===== src/verilog/stamp_defines.svh =====
`ifndef STAMP_DEFINES_SVH
`define STAMP_DEFINES_SVH

// clock rate and length of one lifetime hour in its own unit
`define STAMP_CLK_HZ 64'h2625A00
`define STAMP_HOUR_SEC 64'hE10

// low nibble of the state byte
`define STATE_UNKNOWN 4'h0
`define STATE_SLEEP 4'h1
`define STATE_STANDBY 4'h2
`define STATE_ACTIVE_IDLE 4'h3
`define STATE_OFFLINE 4'h4
`define STATE_LAST_LEGAL 4'h4

// byte offsets inside an error entry
`define ENTRY_OFS_STATE 6'h1F
`define ENTRY_OFS_STAMP_LSB 6'h20
`define ENTRY_OFS_STAMP_MSB 6'h21

// reset values
`define ENTRY_RESET_BYTE 8'h00
`define ENTRY_RESET_WORD 16'h0000

`endif


===== src/verilog/stamp_pkg.sv =====
package stamp_pkg;

    typedef enum logic [1:0] {
        MODE_ACTIVE = 2'b00,
        MODE_IDLE = 2'b01,
        MODE_STANDBY = 2'b10,
        MODE_SLEEP = 2'b11
    } mode_e;

    typedef enum logic [1:0] {
        TRK_IDLE = 2'b00,
        TRK_HELD = 2'b01,
        TRK_STAMPED = 2'b10
    } track_e;

    typedef logic [3:0] state_code_t;

endpackage : stamp_pkg


===== src/verilog/state_encoder.sv =====
`timescale 1ns/1ps
`include "stamp_defines.svh"

module state_encoder
    import stamp_pkg::*;
#(
    parameter logic [3:0] VENDOR_HI = 4'h0
) (
    // device condition
    input wire mode_e power_mode,
    input wire logic busy,
    input wire logic offline_run,
    input wire logic by_reset,
    // encoded state byte
    output logic [7:0] code
);

    wire is_offline = offline_run;
    // a command cannot be accepted asleep, so sleep is only reported for a reset
    wire is_sleep = (power_mode == MODE_SLEEP) && by_reset;
    wire is_standby = (power_mode == MODE_STANDBY);
    wire is_act_idle = ((power_mode == MODE_ACTIVE) || (power_mode == MODE_IDLE)) && !busy;

    wire state_code_t low = is_offline ? `STATE_OFFLINE :
                            is_sleep ? `STATE_SLEEP :
                            is_standby ? `STATE_STANDBY :
                            is_act_idle ? `STATE_ACTIVE_IDLE :
                            `STATE_UNKNOWN;

    assign code = {VENDOR_HI, low};

endmodule : state_encoder


===== src/verilog/hour_counter.sv =====
`timescale 1ns/1ps
`include "stamp_defines.svh"

module hour_counter #(
    parameter longint unsigned CYCLES_PER_HOUR = `STAMP_CLK_HZ * `STAMP_HOUR_SEC,
    parameter int HOURS_W = 16
) (
    // clock and reset
    input wire logic ref_clk,
    input wire logic reset,
    // lifetime carried over from earlier power-on periods
    input wire logic [HOURS_W-1:0] hours_init,
    // elapsed powered hours
    output logic [HOURS_W-1:0] hours
);

    localparam int PW = $clog2(CYCLES_PER_HOUR + 64'h1);
    localparam logic [PW-1:0] LAST = PW'(CYCLES_PER_HOUR - 64'h1);

    logic [PW-1:0] prescale;
    wire hour_tick = (prescale == LAST);
    wire at_max = &hours;

    generate
        if (CYCLES_PER_HOUR < 64'h1 || HOURS_W < 2) begin : g_bad_param
            $error("hour_counter: unusable parameters");
        end
    endgenerate

    always_ff @(posedge ref_clk) begin
        if (reset) begin
            prescale <= '0;
        end else begin
            prescale <= hour_tick ? '0 : prescale + PW'(1);
        end
    end

    // saturate rather than wrap so an old drive never looks new
    always_ff @(posedge ref_clk) begin
        if (reset) begin
            hours <= hours_init;
        end else if (hour_tick && !at_max) begin
            hours <= hours + HOURS_W'(1);
        end
    end

endmodule : hour_counter


===== src/verilog/error_log_state_stamp.sv =====
`timescale 1ns/1ps
`include "stamp_defines.svh"

// Function
// - entry state records device condition at command write or reset arrival
// - low nibble codes 0 unknown, 1 sleep, 2 standby, 3 active/idle not busy
// - code 4 means off-line collection or self-test; 5 to 15 never produced
// - high nibble is free per state; only low nibble is checked
// - sleep code used for a reset received while asleep
// - standby code used for command or reset received in standby
// - active/idle code only when active or idle and busy clear
// - off-line code when off-line collection or self-test was running
// - timestamp holds powered-on lifetime hours at command completion, or at arrival for a reset
// - logged register word: low byte normal view, high byte previous view
// - timestamp stored low byte at lower offset, high byte next

module error_log_state_stamp
    import stamp_pkg::*;
#(
    parameter longint unsigned CYCLES_PER_HOUR = `STAMP_CLK_HZ * `STAMP_HOUR_SEC,
    parameter int HOURS_W = 16,
    parameter logic [3:0] VENDOR_HI = 4'h0
) (
    // clock and reset
    input wire logic ref_clk,
    input wire logic reset,
    // device condition
    input wire mode_e power_mode,
    input wire logic busy,
    input wire logic offline_run,
    // events
    input wire logic cmd_written,
    input wire logic reset_arrived,
    input wire logic cmd_done,
    input wire logic cmd_failed,
    input wire logic log_commit,
    // register views at command write
    input wire logic [7:0] reg_lo_byte,
    input wire logic [7:0] reg_hi_byte,
    // lifetime
    input wire logic [HOURS_W-1:0] hours_init,
    output logic [HOURS_W-1:0] power_on_hours,
    // finished entry fields
    output logic [7:0] entry_state,
    output logic [7:0] entry_stamp_lsb,
    output logic [7:0] entry_stamp_msb,
    output logic [15:0] entry_reg_word,
    output logic entry_ready,
    output logic pending,
    // entry byte readout
    input wire logic [5:0] entry_ofs,
    output logic [7:0] entry_byte
);

    generate
        if (HOURS_W < 9 || HOURS_W > 16) begin : g_bad_width
            $error("error_log_state_stamp: HOURS_W must be 9 to 16");
        end
    endgenerate

    track_e state;
    track_e next_state;
    logic [7:0] held_code;
    logic [15:0] held_reg;
    logic [HOURS_W-1:0] held_hours;
    logic [HOURS_W-1:0] hours;
    logic [7:0] live_code;

    hour_counter #(
        .CYCLES_PER_HOUR(CYCLES_PER_HOUR),
        .HOURS_W(HOURS_W)
    ) hour_counter_i (
        .ref_clk(ref_clk),
        .reset(reset),
        .hours_init(hours_init),
        .hours(hours)
    );

    // the encoder sees whether the event is a reset so sleep is only used for it
    state_encoder #(
        .VENDOR_HI(VENDOR_HI)
    ) state_encoder_i (
        .power_mode(power_mode),
        .busy(busy),
        .offline_run(offline_run),
        .by_reset(reset_arrived),
        .code(live_code)
    );

    // event decode; reset beats completion, completion beats a new write
    wire is_idle = (state == TRK_IDLE);
    wire is_held = (state == TRK_HELD);
    wire is_stamped = (state == TRK_STAMPED);
    wire rst_take = reset_arrived && !is_stamped;
    wire done_take = is_held && !reset_arrived && cmd_done;
    wire fail_take = done_take && cmd_failed;
    wire write_take = cmd_written && !reset_arrived && (is_idle || (is_held && !cmd_done));
    wire cap_en = rst_take || write_take;
    // a reset has no completion of its own, so it is stamped on arrival
    wire stamp_en = rst_take || fail_take;
    wire publish = is_stamped && log_commit;

    always_comb begin
        next_state = state;
        case (state)
            TRK_IDLE: begin
                if (rst_take) begin
                    next_state = TRK_STAMPED;
                end else if (write_take) begin
                    next_state = TRK_HELD;
                end
            end
            TRK_HELD: begin
                if (rst_take || fail_take) begin
                    next_state = TRK_STAMPED;
                end else if (done_take) begin
                    next_state = TRK_IDLE;
                end
            end
            TRK_STAMPED: begin
                if (publish) begin
                    next_state = TRK_IDLE;
                end
            end
            default: begin
                next_state = TRK_IDLE;
            end
        endcase
    end

    always_ff @(posedge ref_clk) begin
        if (reset) begin
            state <= TRK_IDLE;
        end else begin
            state <= next_state;
        end
    end

    // capture at the write or reset edge, recapture on a later one while held, and freeze once stamped until published
    always_ff @(posedge ref_clk) begin
        if (reset) begin
            held_code <= `ENTRY_RESET_BYTE;
        end else if (cap_en) begin
            held_code <= live_code;
        end
    end

    // a reset carries no register snapshot of its own
    always_ff @(posedge ref_clk) begin
        if (reset) begin
            held_reg <= `ENTRY_RESET_WORD;
        end else if (write_take) begin
            held_reg <= {reg_hi_byte, reg_lo_byte};
        end
    end

    always_ff @(posedge ref_clk) begin
        if (reset) begin
            held_hours <= '0;
        end else if (stamp_en) begin
            held_hours <= hours;
        end
    end

    wire [15:0] stamp_word = 16'(held_hours);

    always_ff @(posedge ref_clk) begin
        if (reset) begin
            entry_state <= `ENTRY_RESET_BYTE;
            entry_stamp_lsb <= `ENTRY_RESET_BYTE;
            entry_stamp_msb <= `ENTRY_RESET_BYTE;
            entry_reg_word <= `ENTRY_RESET_WORD;
        end else if (publish) begin
            entry_state <= held_code;
            entry_stamp_lsb <= stamp_word[7:0];
            entry_stamp_msb <= stamp_word[15:8];
            entry_reg_word <= held_reg;
        end
    end

    always_ff @(posedge ref_clk) begin
        if (reset) begin
            entry_ready <= 1'b0;
            pending <= 1'b0;
        end else begin
            entry_ready <= publish;
            pending <= (next_state == TRK_STAMPED);
        end
    end

    // lower offset carries the low stamp byte
    wire [7:0] ofs_byte = (entry_ofs == `ENTRY_OFS_STATE) ? entry_state :
                          (entry_ofs == `ENTRY_OFS_STAMP_LSB) ? entry_stamp_lsb :
                          (entry_ofs == `ENTRY_OFS_STAMP_MSB) ? entry_stamp_msb :
                          `ENTRY_RESET_BYTE;

    always_ff @(posedge ref_clk) begin
        if (reset) begin
            entry_byte <= `ENTRY_RESET_BYTE;
        end else begin
            entry_byte <= ofs_byte;
        end
    end

    assign power_on_hours = hours;

    // checks
    wire act_idle_ok = ((power_mode == MODE_ACTIVE) || (power_mode == MODE_IDLE)) && !busy;
    wire [7:0] stamp_hi = stamp_word[15:8];
endmodule : error_log_state_stamp


===== config.mk =====
export PLATFORM = sky130hd
export DESIGN_NAME = error_log_state_stamp
export DESIGN_NICKNAME = d
export VERILOG_FILES = /design/src/verilog/stamp_pkg.sv /design/src/verilog/state_encoder.sv /design/src/verilog/hour_counter.sv /design/src/verilog/error_log_state_stamp.sv
export VERILOG_INCLUDE_DIRS = /design/src /design/src/verilog
export SDC_FILE = /design/constraint.sdc
export NUM_CORES = 1
export LEC_CHECK = 0
export ABC_CLOCK_PERIOD_IN_PS = 9590
export CORE_MARGIN = 1
export CORE_UTILIZATION = 40
export CTS_BUF_LIST = sky130_fd_sc_hd__clkbuf_16
export CTS_CLUSTER_DIAMETER = 100
export DETAILED_ROUTE_END_ITERATION = 12
export DONT_BUFFER_PORTS = 1
export PLACE_DENSITY_LB_ADDON = 0.08
export SYNTH_ARGS = -nofsm -noshare
export SYNTH_HDL_FRONTEND = slang
export SYNTH_SLANG_ARGS = --single-unit

===== constraint.sdc =====
create_clock -name ref_clk -period 9.59 [get_ports ref_clk]
set_clock_uncertainty 0.05 [all_clocks]
set_input_delay 0.4795 -clock ref_clk [delete_from_list [all_inputs] [get_ports ref_clk]]
set_output_delay 0.4795 -clock ref_clk [all_outputs]
set_load 0.01 [all_outputs]

=== Word-level counts from Yosys, hierarchy flattened ===
Cells that the tools add are included.
W data, S select, Z words.

* Add/subtract/negate cells: 2
* Eq/ne operators: 10
* Mux-type cells: 15
* Reductions and logical operators: 26

{| class="wikitable"
|+ Operator list
! kind !! count
|-
| $add A38 B1 Y38 const B || 1
|-
| $eq A38 B38 Y1 const B || 1
|-
| $mux W16 || 2
|-
| $add A16 B1 Y16 const B || 1
|-
| $mux W4 || 4
|-
| $mux W8 || 2
|-
| $reduce_and A16 Y1 || 1
|-
| $eq A6 B6 Y1 const B || 2
|-
| $mux W2 || 6
|-
| $logic_and A1 B1 Y1 || 11
|-
| $eq A2 B2 Y1 const B || 4
|-
| $eq A6 B5 Y1 const B || 1
|-
| $pmux W2 S3 || 1
|-
| $logic_not A1 Y1 || 5
|-
| $eq A2 B1 Y1 const B || 2
|-
| $logic_not A2 Y1 || 2
|-
| $logic_or A1 B1 Y1 || 4
|-
| $reduce_or A2 Y1 || 2
|-
| $reduce_bool A2 Y1 || 1
|}

* Flip-flop bits (word level): 138
* Input port bits: 49
* Output and inout port bits: 66
* Word-level logic and storage cells: 67

=== Longest topological paths before layout ===
* Depth after elaboration: 8
* Depth in mapped cells: 7
* Mapped depth without buffers: 5

=== Hierarchy ===
A second synthesis with hierarchy kept.

* Cells, all modules: 712
* Area total of the unflattened synthesis: 6,516.2 um^2

{| class="wikitable"
|+ By module, submodules not included
! module !! times used !! cells an instance !! area each (um^2) !! seq. area each (um^2)
|-
| error_log_state_stamp || 1 || 398 || 3,692.3 || 1,841.8
|-
| hour_counter || 1 || 302 || 2,747.6 || 1,241.2
|-
| state_encoder || 1 || 12 || 76.3 || 0.0
|}

=== Worst setup path before layout ===
Ideal clock, no wire load.

* Kind: register to register
* From: register hour_counter_i.prescale[0]
* To: register hour_counter_i.hours[0] (enable)
* Setup time: 414 ps
* Arrival: 2,723 ps
* Required time: 9,126 ps
* Setup slack: 6,404 ps
* Cell stages (with the launch flop): 6
* Path buffers: 0
* Clock period less this slack: 3,186 ps
* Cells stage by stage: dfxtp_1 > ha_1 > nand3_2 > nand2b_1 > o41ai_4 > a21boi_0

* Word-level cells in the longest chain between the ends: 3

{| class="wikitable"
|+ Ends and longest elaborated chain
! element !! RTL line !! RTL
|-
| start: declaration || hour_counter.sv:20 || <nowiki>logic [PW-1:0] prescale;</nowiki>
|-
| start signal: assignment || hour_counter.sv:34 || <nowiki>prescale <= hour_tick ? '0 : prescale + PW'(1);</nowiki>
|-
| $eq A38 B38 Y1 || hour_counter.sv:21 || <nowiki>wire hour_tick = (prescale == LAST);</nowiki>
|-
| $logic_and A1 B1 Y1 || hour_counter.sv:42 || <nowiki>end else if (hour_tick && !at_max) begin</nowiki>
|-
| $reduce_bool A2 Y1 (no source line) || - ||
|-
| end signal: assignment || hour_counter.sv:41 || <nowiki>hours <= hours_init;</nowiki>
|-
| end signal: assignment || hour_counter.sv:43 || <nowiki>hours <= hours + HOURS_W'(1);</nowiki>
|-
| end: declaration || hour_counter.sv:14 || <nowiki>output logic [HOURS_W-1:0] hours</nowiki>
|}

Every way passes these cells.
A chain may end at the register's enable or synchronous reset.

=== Worst setup path in the final report ===
* From: register hour_counter_i.prescale[15]
* To: register hour_counter_i.prescale[37]

* Word-level cells in the longest chain between the ends: 2
* Elaborated cells between the ends (all ways): 3
* Classes of those cells: add/sub (1); eq/ne (1); reduce/logical (1)

{| class="wikitable"
|+ Ends and longest elaborated chain
! element
|-
| branches (longest 2 deep; another with $add A38 B1 Y38)
|}

Several ways; the timed one is not identified.

==> key figures <==
Run status
  • Status: completed

Clock tree
  • Clock Sinks: 136
  • Post-CTS setup buffers: 0
  • H-tree depth: 4
  • Cts bufs inserted: 17
  • CTS Root Cell: clkbuf_16
  • Clock transition at path regs: 0.06 ns
  • Cts hold-fix bufs: 0
  • Post-CTS Resized: 0
  • Clock Path Buffers: 2
  • Worst-skew pair later-pin latency: approximately 0.42 ns
  • CTS tree: built

Synthesis
  • Mapped Area: 5710 µm²
  • Cell variety after synth: 43
  • Sequential share of the synthesized area: 50.48%
  • Top_reg_cell synth: dfxtp_1
  • Mapped Avg Cell Area: 8.718 µm²
  • Mapped Cells: 655
  • Post-synth EDFFs: 16
  • Top-count cell post-synth: nand2_1
  • Yosys warning total: 0
  • Largest area contributor in the netlist: dfxtp_1
  • Ys async rst share: 0%
  • Area contributors post-synth: dfxtp_1 (42%), nand2_1 (9.1%), edfxtp_1 (8.4%)
  • Post-synth top cells: nand2_1 (138), dfxtp_1 (120), a21oi_1 (77)
  • Synth top area share: 42.07%
  • Synthesized flop and latch total: ~140

Drt
  • Vias per cell: 5.403
  • Vias: 4,501
  • Drt initial violations: 267
  • Post-route ant nets: 0
  • Total length of routed wires: 13.72 mm
  • DRT Pass-1 Iters: 4
  • Avg WL per Cell: about 16 µm
  • Drc violations: 0

Worst setup path
  • Worst endpoint required time: 9.88 ns
  • Worst reg2reg path depth: 4
  • Worst r2r src: hour_counter_i.prescale[15]
  • R2r setup slk: 7.22 ns
  • Setup crit end kind: flip-flop
  • Reg-to-Reg End: hour_counter_i.prescale[37]
  • Crit path max fanout: 18
  • Setup CP Type: flip-flop to flip-flop
  • Worst EP arrival: 2.66 ns
  • Crit path launch type: flip-flop

Placement
  • Setup WS pre-CTS: 7.301 ns
  • RePlAce Congestion: 0.7235
  • Input/output buffers: 0
  • Dpl cells: 801
  • Area after DPL: 5792 µm²
  • Dpl hpwl: roughly 9.2 mm

STA
  • Final setup viols: 0
  • Relative slew margins: about 25%
  • Worst slew pin tran: 1.119 ns
  • Setup TNS: 0 ns
  • Final Hold Viols: 0
  • Slew Viols, Final: 0
  • Period utilisation layout: 24.70%
  • Final setup margin: between 7 and 8 ns
  • Fmax: 422.2 MHz
  • RSZ-0062 raised after global routing: false
  • Fin crit period: 2.368 ns

Worst hold path
  • Min-delay src: reset
  • Hold Path End: held_hours[6]
  • Hold-critical path depth: 1
  • Hold Crit Class: input pin to flip-flop

Layout
  • Layout Nets: 691
  • Layout cells sized above 1: 7.198%
  • N_diodes: 0
  • P&R area growth vs syn: 12.01%
  • Largest register FFs: 38
  • Top reg by flops: hour_counter_i.prescale
  • Post-route cell area: 6396 µm²
  • Final non-filler cell total: 833

Global routing
  • GRT overflow: 0
  • Global-route wire length before repair: roughly 22 mm
  • Total track usage: 19.40%
  • GRT met2 Usage: 30.29%
  • Vias in the first global route: 4,231
  • Met3 usage: ~7.4%
  • GR peak layer: met2
  • Met1 Usage GRT: about a quarter
  • Antenna violations before repair: 0
  • Largest net degree at the start of global routing: 109

Floorplanning
  • Die Y: 121.5 µm
  • Die area: 14,760 µm²
  • Die width: roughly 120 µm
  • Starting Density: 41.14%
  • Row count: 43
  • IO Count: 115
  • Core area: 13,880 µm²

Flow run
  • Maxcap violations: 0

Power and ir drop
  • Max rail drop VDD: roughly 0.00013 V
  • Pwr per Cell Area: roughly 210 nW/µm²
  • Leakage: 2.168 nW
==> placed cells by master (no fill, tap or decap), types with 3 or more instances in the layout <==
master	n
nand2b_1	3
bufinv_16	3
nor4_1	8
mux2i_1	23
a22oi_1	3
clkinv_2	4
or4_1	12
buf_4	3
xor2_1	10
or3_1	14
o31ai_1	12
and3_1	6
nand4_1	15
conb_1	5
dfxtp_1	120
clkbuf_16	18
nor3_1	6
nand2_1	138
and4_1	6
inv_1	10
nor2_1	48
o21ai_0	26
a21oi_1	77
nand3_1	17
edfxtp_1	16
and2_1	3
xnor2_1	16
mux2_2	5
==> layout make-up <==
type                    instances  area, µm²
well taps                     180      225.2
clock buffers                  18      450.4
clock inverters                14      153.9
multi-input cells             473       2628
fillers                      1333       7485
inverters                       9      33.78
repair buffers                  3      22.52
flip-flops and latches        136       2883
==> cells by family after synthesis <==
group	after synthesis	share of synthesized area, %
simple gates	286	23.75
buf+inv	50	3.878
fa+ha+maj	2	0.4381
flops	136	50.48
mux	28	5.017
other cells	1	0.06567
compound gates	126	12.38
xor+xnor	26	3.988
==> worst max-delay path, stage by stage (launching register included) <==
cell     delay, ns
dfxtp_1       0.41
and4_1        0.38
nand4_1       0.58
or4_1         0.70
a21oi_1       0.16
==> per-layer routing <==
metal / part of all wire (%) / vias to the layer above
met4: 0.84 / 0
met5: 0 / -
met2: 47 / 94
met3: 5.9 / 7
met1: 46 / 2148
li1: - / 2252
==> power by group <==
part / internal, W / switching [W]
registers: 0.000596 / 0.0000223
clock network: 0.000420 / 0.000243
logic: 0.0000227 / 0.0000320
==> worst max path at each step <==
stage,start,end,slack (ns),depth (start not counted)
floorplan,hour_counter_i.prescale[0],hour_counter_i.hours[0],6.40,5
global placement,hour_counter_i.prescale[15],hour_counter_i.prescale[35],7.36,4
detailed placement,hour_counter_i.prescale[15],hour_counter_i.prescale[37],7.30,4
CTS,hour_counter_i.prescale[15],hour_counter_i.prescale[37],7.26,4
global route,hour_counter_i.prescale[15],hour_counter_i.prescale[37],6.95,4
finish,hour_counter_i.prescale[15],hour_counter_i.prescale[37],7.22,4
==> through the flow <==
| step | hold slack [ns] | util (%) | total power, W |
|---|---|---|---|
| detailed placement | 0.3903 | 41.73 | 0.0006863 |
| global route | 0.06715 | 46.08 | 0.001387 |
| global placement | 0.3819 | 41.73 | 0.0006847 |
| finish | 0.08025 | 46.08 | 0.001336 |
| CTS | 0.07035 | 46.08 | 0.001350 |
| floorplan | 0.3761 | - | 0.0006765 |
(Power assumes the default switching activity.)
